==> config.mk <==
export PLATFORM = sky130hd
export DESIGN_NAME = link_timing_coex_ctrl
export DESIGN_NICKNAME = d
export VERILOG_FILES = /design/src/link_timing_pkg.sv /design/src/link_timing_coex_ctrl.sv
export SDC_FILE = /design/constraint.sdc
export NUM_CORES = 1
export LEC_CHECK = 0
export ABC_AREA = 1
export BUFFER_PORTS_ARGS = -buffer_cell sky130_fd_sc_hd__buf_2
export CORE_MARGIN = 2
export CORE_UTILIZATION = 35
export DETAILED_ROUTE_END_ITERATION = 12
export PLACE_DENSITY_LB_ADDON = 0.15
export SETUP_SLACK_MARGIN = 0.1
export SYNTH_ARGS = -nofsm -noshare
export SYNTH_HDL_FRONTEND = slang
export SYNTH_SLANG_ARGS = --single-unit
==> constraint.sdc <==
create_clock -name ref_clk -period 11.64 [get_ports ref_clk]
set_input_delay 2.328 -clock ref_clk [delete_from_list [all_inputs] [get_ports ref_clk]]
set_output_delay 2.328 -clock ref_clk [all_outputs]
set_load 0.01 [all_outputs]
==> src/link_timing_pkg.sv <==
// Constants, register map and field layout of the link timing and coexistence block.
// Assumes a 25 MHz block clock and a plain strobe-based register port.
`default_nettype none

package link_timing_pkg;

  // Bus widths
  localparam int unsigned ADDR_W = 32;
  localparam int unsigned DATA_W = 32;

  // Register byte addresses
  localparam logic [ADDR_W-1:0] TIMGEN_OFS = 32'h400000F0;
  localparam logic [ADDR_W-1:0] COARSE_OFS = 32'h400000F4;
  localparam logic [ADDR_W-1:0] FINE_OFS = 32'h400000F8;
  localparam logic [ADDR_W-1:0] SNAP_TRIG_OFS = 32'h400000FC;
  localparam logic [ADDR_W-1:0] COEX0_OFS = 32'h40000100;
  localparam logic [ADDR_W-1:0] COEX1_OFS = 32'h40000104;
  localparam logic [ADDR_W-1:0] SNAP_COUNT_OFS = 32'h40000120;
  localparam logic [ADDR_W-1:0] IRQ_STAT_OFS = 32'h40000124;
  localparam logic [ADDR_W-1:0] IRQ_MASK_OFS = 32'h40000128;

  // Timing generator control fields
  localparam int unsigned EARLY_ABORT_BIT = 31;
  localparam int unsigned FORCED_ABORT_LSB = 16;
  localparam int unsigned FORCED_ABORT_W = 10;
  localparam int unsigned TABLE_FETCH_LSB = 0;
  localparam int unsigned TABLE_FETCH_W = 9;
  localparam logic EARLY_ABORT_RST = 1'h1;
  localparam logic [FORCED_ABORT_W-1:0] FORCED_ABORT_RST = 10'h1FE;
  localparam logic [TABLE_FETCH_W-1:0] TABLE_FETCH_RST = 9'h096;

  // Base time and targets
  localparam int unsigned BASE_W = 27;
  localparam int unsigned COARSE_W = 23;
  localparam int unsigned COARSE_SHIFT = 4;
  localparam int unsigned SNAP_BIT = 0;

  // Coexistence control fields
  localparam int unsigned RX_MODE_LSB = 20;
  localparam int unsigned TX_MODE_LSB = 16;
  localparam int unsigned WTX_EFF_LSB = 6;
  localparam int unsigned WRX_EFF_LSB = 4;
  localparam int unsigned SYNC_EN_BIT = 1;
  localparam int unsigned COEXIST_IF_ENABLE_BIT = 0;
  localparam logic [1:0] WTX_EFF_RST = 2'h0;
  localparam logic [1:0] WRX_EFF_RST = 2'h1;
  localparam int unsigned TX_THR_LSB = 16;
  localparam int unsigned RX_THR_LSB = 24;
  localparam int unsigned THR_W = 5;
  localparam int unsigned HOLD_LSB = 8;
  localparam int unsigned HOLD_W = 7;
  localparam int unsigned PTI_W = 4;

  // Interrupt status bits
  localparam int unsigned IRQ_W = 3;
  localparam int unsigned IRQ_COARSE = 0;
  localparam int unsigned IRQ_FINE = 1;
  localparam int unsigned IRQ_SNAP = 2;

  // Timing
  localparam int unsigned CLK_PERIOD_NS = 40;
  localparam int unsigned US_NS = 1000;
  localparam int unsigned SLOT_US = 625;
  localparam int unsigned US_CYCLES = US_NS / CLK_PERIOD_NS;
  localparam int unsigned SLOT_CYCLES = SLOT_US * US_NS / CLK_PERIOD_NS;

  // Coexistence indication modes, in field encoding order
  typedef enum logic [1:0] {
    MODE_NO_PWRUP,
    MODE_WITH_PWRUP,
    MODE_HIGH_PRIO,
    MODE_UNUSED
  } coex_mode_t;

endpackage

`default_nettype wire

==> src/link_timing_coex_ctrl.sv <==
// Link timing and coexistence control: timing registers, base time slot counter,
// coarse and fine target interrupts, time snapshot and the WLAN/MWS coexistence port.
// Assumes radio status inputs are on ref_clk; wlan_tx and wlan_rx are asynchronous pins.
//
// Summary of operation
// - Early abort enable bit, 1 enables, comes out of reset enabled.
// - Ten-bit forced abort instant in microseconds, bits 25:16, resets to 0x1FE.
// - Nine-bit table fetch instant in microseconds, bits 8:0, resets to 0x96.
// - Coarse event when target equals count bits 26:4 and bits 3:0 are zero.
// - Coarse comparison resolves to 10 ms boundaries of the base time.
// - Fine event when the 27-bit fine target equals the whole base count.
// - Writing 1 to snapshot bit copies the count; the bit clears itself after.
// - RX mode picks correlator indication, powered indication or high priority output.
// - TX mode picks indication without power-up, with power-up, or high priority.
// - WLAN transmit effect field chooses whether it stops radio TX, RX, both.
// - WLAN receive effect field does the same, reset default stops TX only.
// - Sync enable bit lets the sync pulse reach the coexistence port.
// - Coexistence enable bit gates the whole coexistence port, reset disabled.
// - High priority TX is flagged when priority exceeds the TX threshold.
// - High priority RX is flagged when priority exceeds the RX threshold.
// - Priority held for programmed microseconds; zero holds until enable drops.
//
// Our own choice: the strobed register port.
`timescale 1ns/1ps
`default_nettype none

module link_timing_coex_ctrl #(
  parameter int unsigned SLOT_CYCLES = link_timing_pkg::SLOT_CYCLES
) (
  // Clock, reset and enable
  input wire logic ref_clk,
  input wire logic rst_b,
  input wire logic clk_en,
  // Register port
  input wire logic [link_timing_pkg::ADDR_W-1:0] reg_addr,
  input wire logic [link_timing_pkg::DATA_W-1:0] reg_wr_data,
  input wire logic reg_wr_stb,
  input wire logic reg_rd_stb,
  output logic [link_timing_pkg::DATA_W-1:0] reg_rd_data,
  // Interrupt
  output logic irq,
  // Exchange table engine settings and time base
  output logic early_abort_enable,
  output logic [link_timing_pkg::FORCED_ABORT_W-1:0] forced_abort_instant_us,
  output logic [link_timing_pkg::TABLE_FETCH_W-1:0] table_fetch_instant_us,
  output logic [link_timing_pkg::BASE_W-1:0] base_time_count,
  // Radio status
  input wire logic radio_tx_en,
  input wire logic radio_tx_pwrup,
  input wire logic radio_rx_en,
  input wire logic radio_rx_corr_en,
  input wire logic [link_timing_pkg::PTI_W-1:0] radio_pti,
  // Coexistence port
  input wire logic wlan_tx,
  input wire logic wlan_rx,
  output logic coex_tx,
  output logic coex_rx,
  output logic coex_sync,
  output logic radio_tx_stop,
  output logic radio_rx_stop
);
  import link_timing_pkg::*;

  localparam int unsigned SLOT_W = $clog2(SLOT_CYCLES + 1);
  localparam logic [SLOT_W-1:0] SLOT_LAST = SLOT_W'(SLOT_CYCLES - 1);
  localparam int unsigned US_W = $clog2(US_CYCLES + 1);
  localparam logic [US_W-1:0] US_LAST = US_W'(US_CYCLES - 1);

  logic rst_n, early_abort_ff, sync_en_ff, coexist_if_enable_ff, slot_end, us_tick;
  logic coarse_match, fine_match, coarse_prev_ff, fine_prev_ff, coarse_evt, fine_evt;
  logic snap_pend_ff, irq_ff, sync_ff;
  logic wr_timgen, wr_coarse, wr_fine, wr_trig, wr_coex0, wr_coex1, wr_stat, wr_mask;
  logic [1:0] rst_sync_ff, rx_mode_ff, tx_mode_ff, wtx_eff_ff, wrx_eff_ff;
  logic [1:0] wlan_in, wlan_s_ff, chan_en, prio_hi_ff, ind_ff, stop_ff;
  logic [FORCED_ABORT_W-1:0] forced_abort_ff;
  logic [TABLE_FETCH_W-1:0] table_fetch_ff;
  logic [COARSE_W-1:0] coarse_tgt_ff;
  logic [BASE_W-1:0] fine_tgt_ff, base_ff, snap_count_ff;
  logic [THR_W-1:0] tx_thr_ff, rx_thr_ff;
  logic [HOLD_W-1:0] hold_time_ff;
  logic [SLOT_W-1:0] slot_cnt_ff;
  logic [US_W-1:0] us_cnt_ff;
  logic [IRQ_W-1:0] irq_stat_ff, irq_mask_ff, irq_evt;
  logic [DATA_W-1:0] rd_data_ff;

  ////////////////////////////////////////////////////////////////////////////////
  // Reset release through two flops
  always_ff @(posedge ref_clk or negedge rst_b) begin
    if (!rst_b) begin
      rst_sync_ff <= 2'h0;
    end else begin
      rst_sync_ff <= {rst_sync_ff[0], 1'h1};
    end
  end
  assign rst_n = rst_sync_ff[1];

  ////////////////////////////////////////////////////////////////////////////////
  // Write decode
  assign wr_timgen = clk_en & reg_wr_stb & (reg_addr == TIMGEN_OFS);
  assign wr_coarse = clk_en & reg_wr_stb & (reg_addr == COARSE_OFS);
  assign wr_fine = clk_en & reg_wr_stb & (reg_addr == FINE_OFS);
  assign wr_trig = clk_en & reg_wr_stb & (reg_addr == SNAP_TRIG_OFS);
  assign wr_coex0 = clk_en & reg_wr_stb & (reg_addr == COEX0_OFS);
  assign wr_coex1 = clk_en & reg_wr_stb & (reg_addr == COEX1_OFS);
  assign wr_stat = clk_en & reg_wr_stb & (reg_addr == IRQ_STAT_OFS);
  assign wr_mask = clk_en & reg_wr_stb & (reg_addr == IRQ_MASK_OFS);
  // Timing generator control and targets
  always_ff @(posedge ref_clk or negedge rst_n) begin
    if (!rst_n) begin
      early_abort_ff <= EARLY_ABORT_RST;
      forced_abort_ff <= FORCED_ABORT_RST;
      table_fetch_ff <= TABLE_FETCH_RST;
      coarse_tgt_ff <= '0;
      fine_tgt_ff <= '0;
    end else begin
      if (wr_timgen) begin
        early_abort_ff <= reg_wr_data[EARLY_ABORT_BIT];
        forced_abort_ff <= reg_wr_data[FORCED_ABORT_LSB +: FORCED_ABORT_W];
        table_fetch_ff <= reg_wr_data[TABLE_FETCH_LSB +: TABLE_FETCH_W];
      end
      if (wr_coarse) begin
        coarse_tgt_ff <= reg_wr_data[COARSE_W-1:0];
      end
      if (wr_fine) begin
        fine_tgt_ff <= reg_wr_data[BASE_W-1:0];
      end
    end
  end
  // Coexistence control registers
  always_ff @(posedge ref_clk or negedge rst_n) begin
    if (!rst_n) begin
      rx_mode_ff <= 2'h0;
      tx_mode_ff <= 2'h0;
      wtx_eff_ff <= WTX_EFF_RST;
      wrx_eff_ff <= WRX_EFF_RST;
      sync_en_ff <= 1'h0;
      coexist_if_enable_ff <= 1'h0;
      tx_thr_ff <= '0;
      rx_thr_ff <= '0;
      hold_time_ff <= '0;
    end else begin
      if (wr_coex0) begin
        rx_mode_ff <= reg_wr_data[RX_MODE_LSB +: 2];
        tx_mode_ff <= reg_wr_data[TX_MODE_LSB +: 2];
        wtx_eff_ff <= reg_wr_data[WTX_EFF_LSB +: 2];
        wrx_eff_ff <= reg_wr_data[WRX_EFF_LSB +: 2];
        sync_en_ff <= reg_wr_data[SYNC_EN_BIT];
        coexist_if_enable_ff <= reg_wr_data[COEXIST_IF_ENABLE_BIT];
      end
      if (wr_coex1) begin
        tx_thr_ff <= reg_wr_data[TX_THR_LSB +: THR_W];
        rx_thr_ff <= reg_wr_data[RX_THR_LSB +: THR_W];
        hold_time_ff <= reg_wr_data[HOLD_LSB +: HOLD_W];
      end
    end
  end

  ////////////////////////////////////////////////////////////////////////////////
  // Slot and microsecond prescalers
  assign slot_end = clk_en & (slot_cnt_ff == SLOT_LAST);
  assign us_tick = clk_en & (us_cnt_ff == US_LAST);
  always_ff @(posedge ref_clk or negedge rst_n) begin
    if (!rst_n) begin
      slot_cnt_ff <= '0;
      us_cnt_ff <= '0;
    end else if (clk_en) begin
      slot_cnt_ff <= (slot_cnt_ff == SLOT_LAST) ? '0 : slot_cnt_ff + 1'h1;
      us_cnt_ff <= (us_cnt_ff == US_LAST) ? '0 : us_cnt_ff + 1'h1;
    end
  end
  // Base time advances one step per slot
  always_ff @(posedge ref_clk or negedge rst_n) begin
    if (!rst_n) begin
      base_ff <= '0;
    end else if (slot_end) begin
      base_ff <= base_ff + 1'h1;
    end
  end
  // Target comparisons; an event only on the rising edge of a match
  assign coarse_match = (coarse_tgt_ff == base_ff[BASE_W-1:COARSE_SHIFT]) &&
                        (base_ff[COARSE_SHIFT-1:0] == '0);
  assign fine_match = (fine_tgt_ff == base_ff);
  assign coarse_evt = clk_en & coarse_match & ~coarse_prev_ff;
  assign fine_evt = clk_en & fine_match & ~fine_prev_ff;
  always_ff @(posedge ref_clk or negedge rst_n) begin
    if (!rst_n) begin
      coarse_prev_ff <= 1'h0;
      fine_prev_ff <= 1'h0;
    end else if (clk_en) begin
      coarse_prev_ff <= coarse_match;
      fine_prev_ff <= fine_match;
    end
  end
  // Snapshot request and copy of the base count
  always_ff @(posedge ref_clk or negedge rst_n) begin
    if (!rst_n) begin
      snap_pend_ff <= 1'h0;
      snap_count_ff <= '0;
    end else if (clk_en) begin
      if (snap_pend_ff) begin
        snap_count_ff <= base_ff;
        snap_pend_ff <= 1'h0;
      end else if (wr_trig && reg_wr_data[SNAP_BIT]) begin
        snap_pend_ff <= 1'h1;
      end
    end
  end

  ////////////////////////////////////////////////////////////////////////////////
  // Sticky interrupt status, write one to clear, a new event wins over the clear
  assign irq_evt = {clk_en & snap_pend_ff, fine_evt, coarse_evt};
  always_ff @(posedge ref_clk or negedge rst_n) begin
    if (!rst_n) begin
      irq_stat_ff <= '0;
      irq_mask_ff <= '0;
      irq_ff <= 1'h0;
    end else if (clk_en) begin
      irq_stat_ff <= (irq_stat_ff & ~(wr_stat ? reg_wr_data[IRQ_W-1:0] : '0)) | irq_evt;
      if (wr_mask) begin
        irq_mask_ff <= reg_wr_data[IRQ_W-1:0];
      end
      irq_ff <= |(irq_stat_ff & irq_mask_ff);
    end
  end

  ////////////////////////////////////////////////////////////////////////////////
  // Coexistence channels: index 0 is TX, index 1 is RX
  assign wlan_in = {wlan_rx, wlan_tx};
  assign chan_en = {radio_rx_en, radio_tx_en};
  for (genvar i = 0; i < 2; i++) begin : g_chan
    logic [2:0] pin_sync_ff;
    logic en_prev_ff, raw_ind;
    logic [HOLD_W-1:0] hold_cnt_ff;
    logic [THR_W-1:0] thr;
    coex_mode_t mode;
    logic [1:0] own_eff;
    // Three-stage pin capture; a change counts once stages two and three agree
    always_ff @(posedge ref_clk or negedge rst_n) begin
      if (!rst_n) begin
        pin_sync_ff <= 3'h0;
        wlan_s_ff[i] <= 1'h0;
      end else if (clk_en) begin
        pin_sync_ff <= {pin_sync_ff[1:0], wlan_in[i]};
        if (pin_sync_ff[1] == pin_sync_ff[2]) begin
          wlan_s_ff[i] <= pin_sync_ff[2];
        end
      end
    end
    // Priority latched at enable rise and held for the programmed time
    assign thr = (i == 0) ? tx_thr_ff : rx_thr_ff;
    always_ff @(posedge ref_clk or negedge rst_n) begin
      if (!rst_n) begin
        en_prev_ff <= 1'h0;
        prio_hi_ff[i] <= 1'h0;
        hold_cnt_ff <= '0;
      end else if (clk_en) begin
        en_prev_ff <= chan_en[i];
        if (!chan_en[i]) begin
          prio_hi_ff[i] <= 1'h0;
          hold_cnt_ff <= '0;
        end else if (!en_prev_ff) begin
          prio_hi_ff[i] <= ({1'h0, radio_pti} > thr);
          hold_cnt_ff <= hold_time_ff;
        end else if (us_tick && hold_cnt_ff != '0) begin
          hold_cnt_ff <= hold_cnt_ff - 1'h1;
          if (hold_cnt_ff == HOLD_W'(1)) begin
            prio_hi_ff[i] <= 1'h0;
          end
        end
      end
    end
    // Indication selected by the channel mode
    assign mode = coex_mode_t'((i == 0) ? tx_mode_ff : rx_mode_ff);
    always_comb begin
      raw_ind = 1'h0;
      unique case (mode)
        MODE_NO_PWRUP: raw_ind = (i == 0) ? (radio_tx_en & ~radio_tx_pwrup)
                                          : radio_rx_corr_en;
        MODE_WITH_PWRUP: raw_ind = chan_en[i];
        MODE_HIGH_PRIO: raw_ind = chan_en[i] & prio_hi_ff[i];
        MODE_UNUSED: raw_ind = 1'h0;
      endcase
    end
    // Indication and stop outputs, all gated by the interface enable
    assign own_eff = {wrx_eff_ff[i], wtx_eff_ff[i]};
    always_ff @(posedge ref_clk or negedge rst_n) begin
      if (!rst_n) begin
        ind_ff[i] <= 1'h0;
        stop_ff[i] <= 1'h0;
      end else if (clk_en) begin
        ind_ff[i] <= coexist_if_enable_ff & raw_ind;
        stop_ff[i] <= coexist_if_enable_ff & |(own_eff & wlan_s_ff);
      end
    end
  end
  // Sync pulse on every slot boundary when allowed
  always_ff @(posedge ref_clk or negedge rst_n) begin
    if (!rst_n) begin
      sync_ff <= 1'h0;
    end else if (clk_en) begin
      sync_ff <= slot_end & coexist_if_enable_ff & sync_en_ff;
    end
  end

  ////////////////////////////////////////////////////////////////////////////////
  // Read data, valid only in the cycle after the read strobe
  always_ff @(posedge ref_clk or negedge rst_n) begin
    if (!rst_n) begin
      rd_data_ff <= '0;
    end else if (clk_en) begin
      rd_data_ff <= '0;
      if (reg_rd_stb) begin
        unique case (reg_addr)
          TIMGEN_OFS: begin
            rd_data_ff[EARLY_ABORT_BIT] <= early_abort_ff;
            rd_data_ff[FORCED_ABORT_LSB +: FORCED_ABORT_W] <= forced_abort_ff;
            rd_data_ff[TABLE_FETCH_LSB +: TABLE_FETCH_W] <= table_fetch_ff;
          end
          COARSE_OFS: rd_data_ff[COARSE_W-1:0] <= coarse_tgt_ff;
          FINE_OFS: rd_data_ff[BASE_W-1:0] <= fine_tgt_ff;
          SNAP_TRIG_OFS: rd_data_ff[SNAP_BIT] <= snap_pend_ff;
          COEX0_OFS: begin
            rd_data_ff[RX_MODE_LSB +: 2] <= rx_mode_ff;
            rd_data_ff[TX_MODE_LSB +: 2] <= tx_mode_ff;
            rd_data_ff[WTX_EFF_LSB +: 2] <= wtx_eff_ff;
            rd_data_ff[WRX_EFF_LSB +: 2] <= wrx_eff_ff;
            rd_data_ff[SYNC_EN_BIT] <= sync_en_ff;
            rd_data_ff[COEXIST_IF_ENABLE_BIT] <= coexist_if_enable_ff;
          end
          COEX1_OFS: begin
            rd_data_ff[TX_THR_LSB +: THR_W] <= tx_thr_ff;
            rd_data_ff[RX_THR_LSB +: THR_W] <= rx_thr_ff;
            rd_data_ff[HOLD_LSB +: HOLD_W] <= hold_time_ff;
          end
          SNAP_COUNT_OFS: rd_data_ff[BASE_W-1:0] <= snap_count_ff;
          IRQ_STAT_OFS: rd_data_ff[IRQ_W-1:0] <= irq_stat_ff;
          IRQ_MASK_OFS: rd_data_ff[IRQ_W-1:0] <= irq_mask_ff;
          default: rd_data_ff <= '0;
        endcase
      end
    end
  end
  // Outputs straight from flops
  assign reg_rd_data = rd_data_ff;
  assign irq = irq_ff;
  assign early_abort_enable = early_abort_ff;
  assign forced_abort_instant_us = forced_abort_ff;
  assign table_fetch_instant_us = table_fetch_ff;
  assign base_time_count = base_ff;
  assign coex_tx = ind_ff[0];
  assign coex_rx = ind_ff[1];
  assign radio_tx_stop = stop_ff[0];
  assign radio_rx_stop = stop_ff[1];
  assign coex_sync = sync_ff;
endmodule

`default_nettype wire

# After elaboration in Yosys (flattened, before gate mapping)
# Index checks and enable logic that the tools add are counted.
[word_totals]
ff_bits = 245
latch_bits = 0
ramBits = 0
romBits = 0
n_memories = 0
[op_classes]
n_addsub = 5
mul = 0
div = 0
order_cmp = 2
eq_ne = 27
shift = 0
muxes = 40
n_bitwise = 34
reduce_logical = 20
[ops]
columns = ["op", "count"]
rows = [
  ["$eq A32 B31 Y1 const B", 9],
  ["$mux W7", 6],
  ["$mux W32", 1],
  ["$add A27 B1 Y27 const B", 1],
  ["$eq A27 B27 Y1", 1],
  ["$and A1 B1 Y1", 25],
  ["$pmux W6 S4", 1],
  ["$eq A23 B23 Y1", 1],
  ["$pmux W4 S5", 1],
  ["$pmux W1 S4", 4],
  ["$add A14 B1 Y14 const B", 1],
  ["$eq A14 B14 Y1 const B", 1],
  ["$eq A7 B1 Y1 const B", 2],
  ["$mux W14", 1],
  ["$reduce_bool A7 Y1", 2],
  ["$sub A7 B1 Y7 const B", 2],
  ["$ne A3 B2 Y1 const B", 4],
  ["$pmux W1 S6", 2],
  ["$pmux W2 S6", 1],
  ["$reduce_and A2 Y1", 6],
  ["$mux W1", 11],
  ["$gt A4 B5 Y1", 2],
  ["$pmux W1 S5", 2],
  ["$pmux W2 S5", 1],
  ["23 further kinds", 40],
]

# Longest topological paths before layout
# Gate-level depths: netlist of the first run.
[logic_depth]
depth_word = 6
depth_mapped = 14

# Worst setup path after synthesis of the first run
# Ideal clock, no wire load.
[synth_timing]
path_type = "input-to-reg"
startpoint = "input reg_addr[12] (netlist name)"
endpoint = "register table_fetch_ff[8], in the netlist table_fetch_instant_us[8]"
setup_ps = 122
arrival_time_ps = 3468
path_slack_ps = 8051
stages = 12
path_buffers = 3
cell_sequence = "inv_1 -> nand2_1 -> nor2_2 -> nand2_2 -> nor2_4 -> and2_1 -> buf_4 -> nand2_4 -> buf_6 -> buf_6 -> nand2_1 -> o21ai_1"
[synth_between]
elab_chain_len = 2
[synth_rtl]
columns = ["item", "line_no", "rtl"]
rows = [
  ["start, declared", "link_timing_coex_ctrl.sv:35", "input wire logic [link_timing_pkg::ADDR_W-1:0] reg_addr,"],
  ["$eq A32 B31 Y1", "link_timing_coex_ctrl.sv:99", "assign wr_timgen = clk_en & reg_wr_stb & (reg_addr == TIMGEN_OFS);"],
  ["$and A1 B1 Y1", "link_timing_coex_ctrl.sv:99", ""],
  ["end signal, assigned", "link_timing_coex_ctrl.sv:119", "table_fetch_ff <= reg_wr_data[TABLE_FETCH_LSB +: TABLE_FETCH_W];"],
  ["end, declared", "link_timing_coex_ctrl.sv:76", "logic [TABLE_FETCH_W-1:0] table_fetch_ff;"],
]
# Every way passes these cells.
# A chain may end at the register's enable or synchronous reset.

# Final worst setup path of the first run
[layout_timing]
startpoint = "input reg_addr[24] (netlist name)"
endpoint = "register fine_tgt_ff[4]"
[layout_between]
elab_chain_len = 2
[layout_rtl]
columns = ["item", "line_no", "rtl"]
rows = [
  ["$eq A32 B31 Y1", "link_timing_coex_ctrl.sv:101", "assign wr_fine = clk_en & reg_wr_stb & (reg_addr == FINE_OFS);"],
  ["$and A1 B1 Y1", "link_timing_coex_ctrl.sv:101", ""],
  ["end signal, assigned", "link_timing_coex_ctrl.sv:125", "fine_tgt_ff <= reg_wr_data[BASE_W-1:0];"],
  ["end, declared", "link_timing_coex_ctrl.sv:78", "logic [BASE_W-1:0] fine_tgt_ff, base_ff, snap_count_ff;"],
]
# Every way passes these cells.

==> flow_summary.json, run 1 <==
{
  "status": "completed",
  "synth_edf_count": 0,
  "die_area_mm2": 0.03743,
  "vias_per_cell": 4.990,
  "drive_gt1_share_pct": 14.36,
  "postLayoutCoreUtil_pct": 41.14,
  "power.share.sequential_pct": 46.7,
  "first_pass_iters": 5,
  "timing_worst_slew_pin_value_ns": 1.067,
  "ios": 164,
  "yosysTopAreaCell": "dfrtp_1",
  "antenna_left": 0,
  "power_per_cell_area_mw_per_mm2": 133.9,
  "rsz0062_at_grt": "no",
  "cts_resized": 0,
  "cts.htree.levels": 1,
  "synthArstFlopShare_pct": 100.0,
  "setup_viol": 0,
  "worstReg2RegStart": "rst_sync_ff[1]",
  "area_delta_synth_final_pct": 16.19,
  "ys_seq_area_share_pct": 48.54,
  "route.detailed.drc": 0,
  "timing.rr.end": "fine_tgt_ff[0]",
  "first_iter_violations": 800,
  "worstPathRequired_ns": 12.07,
  "gr-total-overflow": 0,
  "slew_headroom_pct": 28.85,
  "die_y_um": 193.5,
  "hold_path_class": "reg -> async",
  "nets": 1848,
  "p_clk_share_pct": 44.5,
  "cts_setup_buffers": 0,
  "worstSkewPairLatency_ns": 0.55,
  "maxClockFrequency_ghz": 0.2173,
  "clock_sinks": 243,
  "die_w_um": 193.5,
  "hold_viol": 0,
  "wl_per_cell_um": 18.21,
  "synth_cells": 1610,
  "total_power_mw": 1.955,
  "r2r_setup_slack_ns": 9.14,
  "synthesis.area_mm2": 0.01256,
  "synth-seq-cells": 243,
  "endpoint": "fine_tgt_ff[4]",
  "clock-root-buffer": "clkbuf_16",
  "fillerInstances": 3685,
  "cts_tree": "done",
  "pwr-share-comb_pct": 8.8,
  "hpwl_um": 30010,
  "antenna_found_initial": 0,
  "gp_congestion": 0.9116,
  "io_buffers": 159,
  "yosys_warnings": 0,
  "grt_pass1_wl_um": 63710,
  "crit_path_end_kind": "flip-flop",
  "worstPathArrival_ns": 5.04,
  "dpl_cell_area_mm2": 0.01369,
  "grt_max_degree": 79,
  "initial_utilization_pct": 35.41,
  "vias": 11128,
  "tritoncts.num_buffers": 28,
  "synthFlopType": "dfrtp_1",
  "critical_path.startpoint": "reg_addr[24]",
  "netlist.area_leader.share_pct": 45.61,
  "clk_pin_slew_ns": 0.06,
  "reg2reg_depth": 2,
  "track_usage_pct": 21.62,
  "rows": 69,
  "setup_ws_ns": 7.037,
  "layout_common_cells": "508 x nand2_1, 228 x dfrtp_1, 186 x inv_1",
  "ir_worst_vdd_mv": 0.1166,
  "p_leak_nw": 7.379,
  "netSwitchingFraction_pct": 25.32,
  "routed_wirelength_um": 40600,
  "max-clock-path-buffers": 3,
  "holdBufCountCts": 0,
  "internal-power_mw": 1.460,
  "diodes": 0,
  "place_ws_ns": 6.454,
  "netSwitchingPower_uw": 495.0,
  "slew_violations": 0,
  "core_area_mm2": 0.03548,
  "period_needed_ns": 4.603,
  "yosys-top-cells-area": "dfrtp_1 46%, nand2_1 15%, inv_1 5.6%",
  "synthDistinctLibCells": 43,
  "timing.final.crit_share_pct": 39.54,
  "grt_pass1_vias": 10880,
  "crit_path_max_fanout": 54,
  "layout.cells.most_common": "nand2_1",
  "postLayoutCellArea_mm2": 0.01460,
  "syn_area_per_cell_um2": 7.803,
  "finalClockSkew_ns": 0.01587,
  "start_kind": "input pin",
  "setup_tns_ns": 0,
  "cap_violations": 0,
  "critical_path_class": "in -> reg"
}
==> per-stage QoR <==
| step | hold slack [ns] | std cells |
|---|---|---|
| floorplan | 0.3312 | 1611 |
| global placement | 0.2924 | 2180 |
| detailed placement | 0.3034 | 2180 |
| CTS | 0.3089 | 2230 |
| global route | 0.3266 | 2230 |
| finish | 0.2792 | 2230 |
==> power groups by stage <==
stage          Clock, mW  Sequential [mW]  Combinational [mW]
2_1_floorplan          0            0.929               0.113
5_1_grt            0.924            0.919               0.200
6_report           0.869            0.914               0.172
4_1_cts            0.892            0.914               0.175
3_5_place_dp           0            0.928               0.175
3_3_place_gp           0            0.927               0.170
==> area by class of cell <==
type | instances | area [um^2] | share of cell area [%]
sequential | 243 | 6102 | 41.80
multi-input combinational | 1112 | 5419 | 37.12
clock buffer | 47 | 863.3 | 5.914
timing repair buffer | 167 | 855.8 | 5.863
inverter | 197 | 740.7 | 5.074
tap | 461 | 576.8 | 3.951
clock inverter | 3 | 40.04 | 0.2743
==> how the worst min path moves through the flow <==
| stage | startpoint | end | depth (start not counted) |
|---|---|---|---|
| after floorplan | rst_sync_ff[0] | rst_sync_ff[1] | 0 |
| after global placement | rst_sync_ff[1] | table_fetch_instant_us[3] | 0 |
| after detailed placement | rst_sync_ff[1] | table_fetch_instant_us[3] | 0 |
| after CTS | rst_sync_ff[1] | snap_count_ff[0] | 0 |
| after global routing | rst_sync_ff[1] | fine_tgt_ff[23] | 0 |
| final | rst_sync_ff[1] | fine_tgt_ff[23] | 0 |
==> per-layer routing <==
| layer | global-route usage [%] | wire, um | vias to the layer above |
|---|---|---|---|
| met4 | 5.796 | 1113 | 0 |
| met3 | 2.999 | 2214 | 60 |
| met5 | 0 | 0 | - |
| met1 | 31.69 | 19270 | 5306 |
| li1 | - | - | 5443 |
| met2 | 33.48 | 18000 | 319 |
==> logic make-up after synthesis <==
group                      share of synthesized area [%]
adders and majority gates                          1.992
other                                            0.05978
and+or+nand+nor                                    25.44
buffers and inverters                              8.356
DFF                                                48.54
muxes                                             0.2689
AOI/OAI and AO/OA                                  11.23
xor gates and xnor gates                           4.113
==> flip-flops by register name (all words and copies together) (netlist names), 3 cells and up <==
register,cells
irq_stat_ff,3
g_chan.mode,4
table_fetch_instant_us,9
us_cnt_ff,5
fine_tgt_ff,27
hold_time_ff,7
snap_count_ff,27
g_chan.thr,10
reg_rd_data,30
forced_abort_instant_us,10
irq_mask_ff,3
g_chan.hold_cnt_ff,14
g_chan.pin_sync_ff,6
slot_cnt_ff,14
coarse_tgt_ff,23
base_time_count,27
==> Yosys cell counts, drive strengths merged, types with 2 or more instances <==
master / instances
xor2: 44
nor4: 4
a32o: 2
dfstp: 14
clkbuf: 22
a21oi: 21
nand4: 37
ha: 20
o21ai: 205
o211ai: 3
clkinv: 3
o2111ai: 9
o22ai: 10
buf: 37
a31oi: 3
mux2: 3
a22o: 7
xnor2: 15
nor2: 94
dfrtp: 229
or2: 3
nand3: 81
inv: 194
nand2: 518
nor3: 24
conb: 2
==> critical path: stages <==
cell	delay (ns)
buf_2	0.09
inv_1	0.04
nand2_1	0.04
nor2_1	0.12
nand2_1	0.12
nor2_2	0.12
buf_4	0.39
nand2_2	0.21
inv_2	0.41
nand2_2	0.71
o21ai_0	0.42
Power figures use the tool's default switching activity.
==> run 2, diff against run 1 <==
Clock period 11.64 ns to 4.2 ns, I/O delays scaled along.
==> run 2 against run 1 <==
  * Total power grew to 2.8 times the previous value
  * Clock skew up 0.00095 ns
  * Final cell count up 0.63%
  * Setup slack worse by 5.5 ns
  * Clock power grew to 2.9 times the previous value
  * Critical path type unchanged
  * Highest routed layer unchanged
==> flow_summary.json, run 2 (synthesis gave the netlist of run 1 again) <==
{
  "crit_path_end_kind": "flip-flop",
  "cts_resized": 0,
  "hold_path_class": "in -> async",
  "layout.cells.most_common": "nand2_1",
  "largest_reg_flops": 30,
  "start_kind": "input pin",
  "io_buffers": 159,
  "slew_headroom_pct": 34.35,
  "clock_sinks": 243,
  "power_per_cell_area_mw_per_mm2": 375.7,
  "grt_pass1_vias": 10986,
  "wl_per_cell_um": 18.28,
  "first_pass_iters": 6,
  "r2r_setup_slack_ns": 1.76,
  "worstSkewPairLatency_ns": 0.56,
  "tritoncts.num_buffers": 29,
  "clock-root-buffer": "clkbuf_16",
  "ios": 164,
  "diodes": 0,
  "maxClockFrequency_ghz": 0.3733,
  "critical_path_class": "in -> reg",
  "worstPathArrival_ns": 3.12,
  "gr-total-overflow": 0,
  "timing_worst_slew_pin_value_ns": 0.9812,
  "period_needed_ns": 2.679,
  "first_iter_violations": 756,
  "setup_ws_ns": 1.521,
  "timing.rr.end": "base_time_count[12]",
  "setup_tns_ns": 0,
  "grt_max_degree": 88,
  "track_usage_pct": 21.82,
  "cts_setup_buffers": 0,
  "clk_pin_slew_ns": 0.06,
  "max-clock-path-buffers": 3,
  "p_leak_nw": 7.465,
  "finalClockSkew_ns": 0.01683,
  "holdBufCountCts": 0,
  "hold_viol": 0,
  "drive_gt1_share_pct": 15.14,
  "area_delta_synth_final_pct": 17.38,
  "rsz0062_at_grt": "no",
  "gp_congestion": 0.9054,
  "vias_per_cell": 5.066,
  "layout_common_cells": "508 x nand2_1, 228 x dfrtp_1, 186 x inv_1",
  "worstReg2RegStart": "base_time_count[0]",
  "cts.htree.levels": 1,
  "status": "completed",
  "rows": 69,
  "cts_tree": "done",
  "finalNonFillerCells": 2244,
  "die_area_mm2": 0.03743,
  "vias": 11369,
  "die_w_um": 193.5,
  "hpwl_um": 30360,
  "placedCellCount": 2190,
  "die_y_um": 193.5,
  "timing.final.crit_share_pct": 63.78,
  "setup_viol": 0,
  "ir_worst_vdd_mv": 0.3426,
  "grt_pass1_wl_um": 64180,
  "route.detailed.drc": 0,
  "routed_wirelength_um": 41030,
  "worstPathRequired_ns": 4.64,
  "holdWs_ns": 0.05688,
  "place_ws_ns": 0.9534,
  "slew_violations": 0,
  "antenna_left": 0,
  "nets": 1859,
  "core_area_mm2": 0.03548,
  "crit_path_max_fanout": 19,
  "antenna_found_initial": 0,
  "total_power_mw": 5.540,
  "reg2reg_depth": 6,
  "initial_utilization_pct": 35.41,
  "cap_violations": 0
}
[run 2: final cells by class]
cell class	instances	area (um^2)
clock buffers	44	842.1
fillers	3641	20740
repair buffers	177	955.9
multi-input cells	1112	5419
inverters	197	740.7
clock inverters	10	110.1
well taps	461	576.8
flip-flops and latches	243	6102
[run 2: worst max-delay path by stage]
stage,end,startpoint,slack [ns]
CTS,reg_rd_data[11],reg_addr[24],1.54
floorplan,base_time_count[0],rst_sync_ff[1],0.22
global placement,reg_rd_data[11],reg_addr[28],0.99
finish,reg_rd_data[14],reg_addr[28],1.52
detailed placement,reg_rd_data[11],reg_addr[24],0.95
global route,fine_tgt_ff[23],reg_addr[26],1.30
[run 2: power by group]
part           internal, mW  switching [mW]  leakage [nW]  total (mW)
Sequential             2.44          0.0972          3.18        2.54
Combinational         0.165           0.313          3.82       0.478
Clock                  1.50            1.02         0.468        2.52
[run 2: metal layers]
metal | wire [um] | track usage, % | vias to the layer above
met4 | 1237 | 6.277 | 0
met2 | 18300 | 34.11 | 340
li1 | - | - | 5476
met3 | 2239 | 3.086 | 66
met5 | 0 | 0 | -
met1 | 19260 | 31.49 | 5487
[run 2: through the flow]
stage	area [um^2]	utilization, %
floorplan	12570	-
global placement	13790	38.88
detailed placement	13790	38.88
CTS	14750	41.56
global route	14750	41.56
finish	14750	41.56
[run 2: worst max-delay path, stage by stage]
cell and delay, ns:
buf_2 0.08, inv_1 0.04, nand2_1 0.06, nor2_1 0.03, nand2_1 0.11, nor2_2 0.10, buf_4 0.20, nand2_2 0.14
clkinv_2 0.35, o21ai_0 0.62, nand2_1 0.33, nand2_1 0.15, nand2_1 0.05
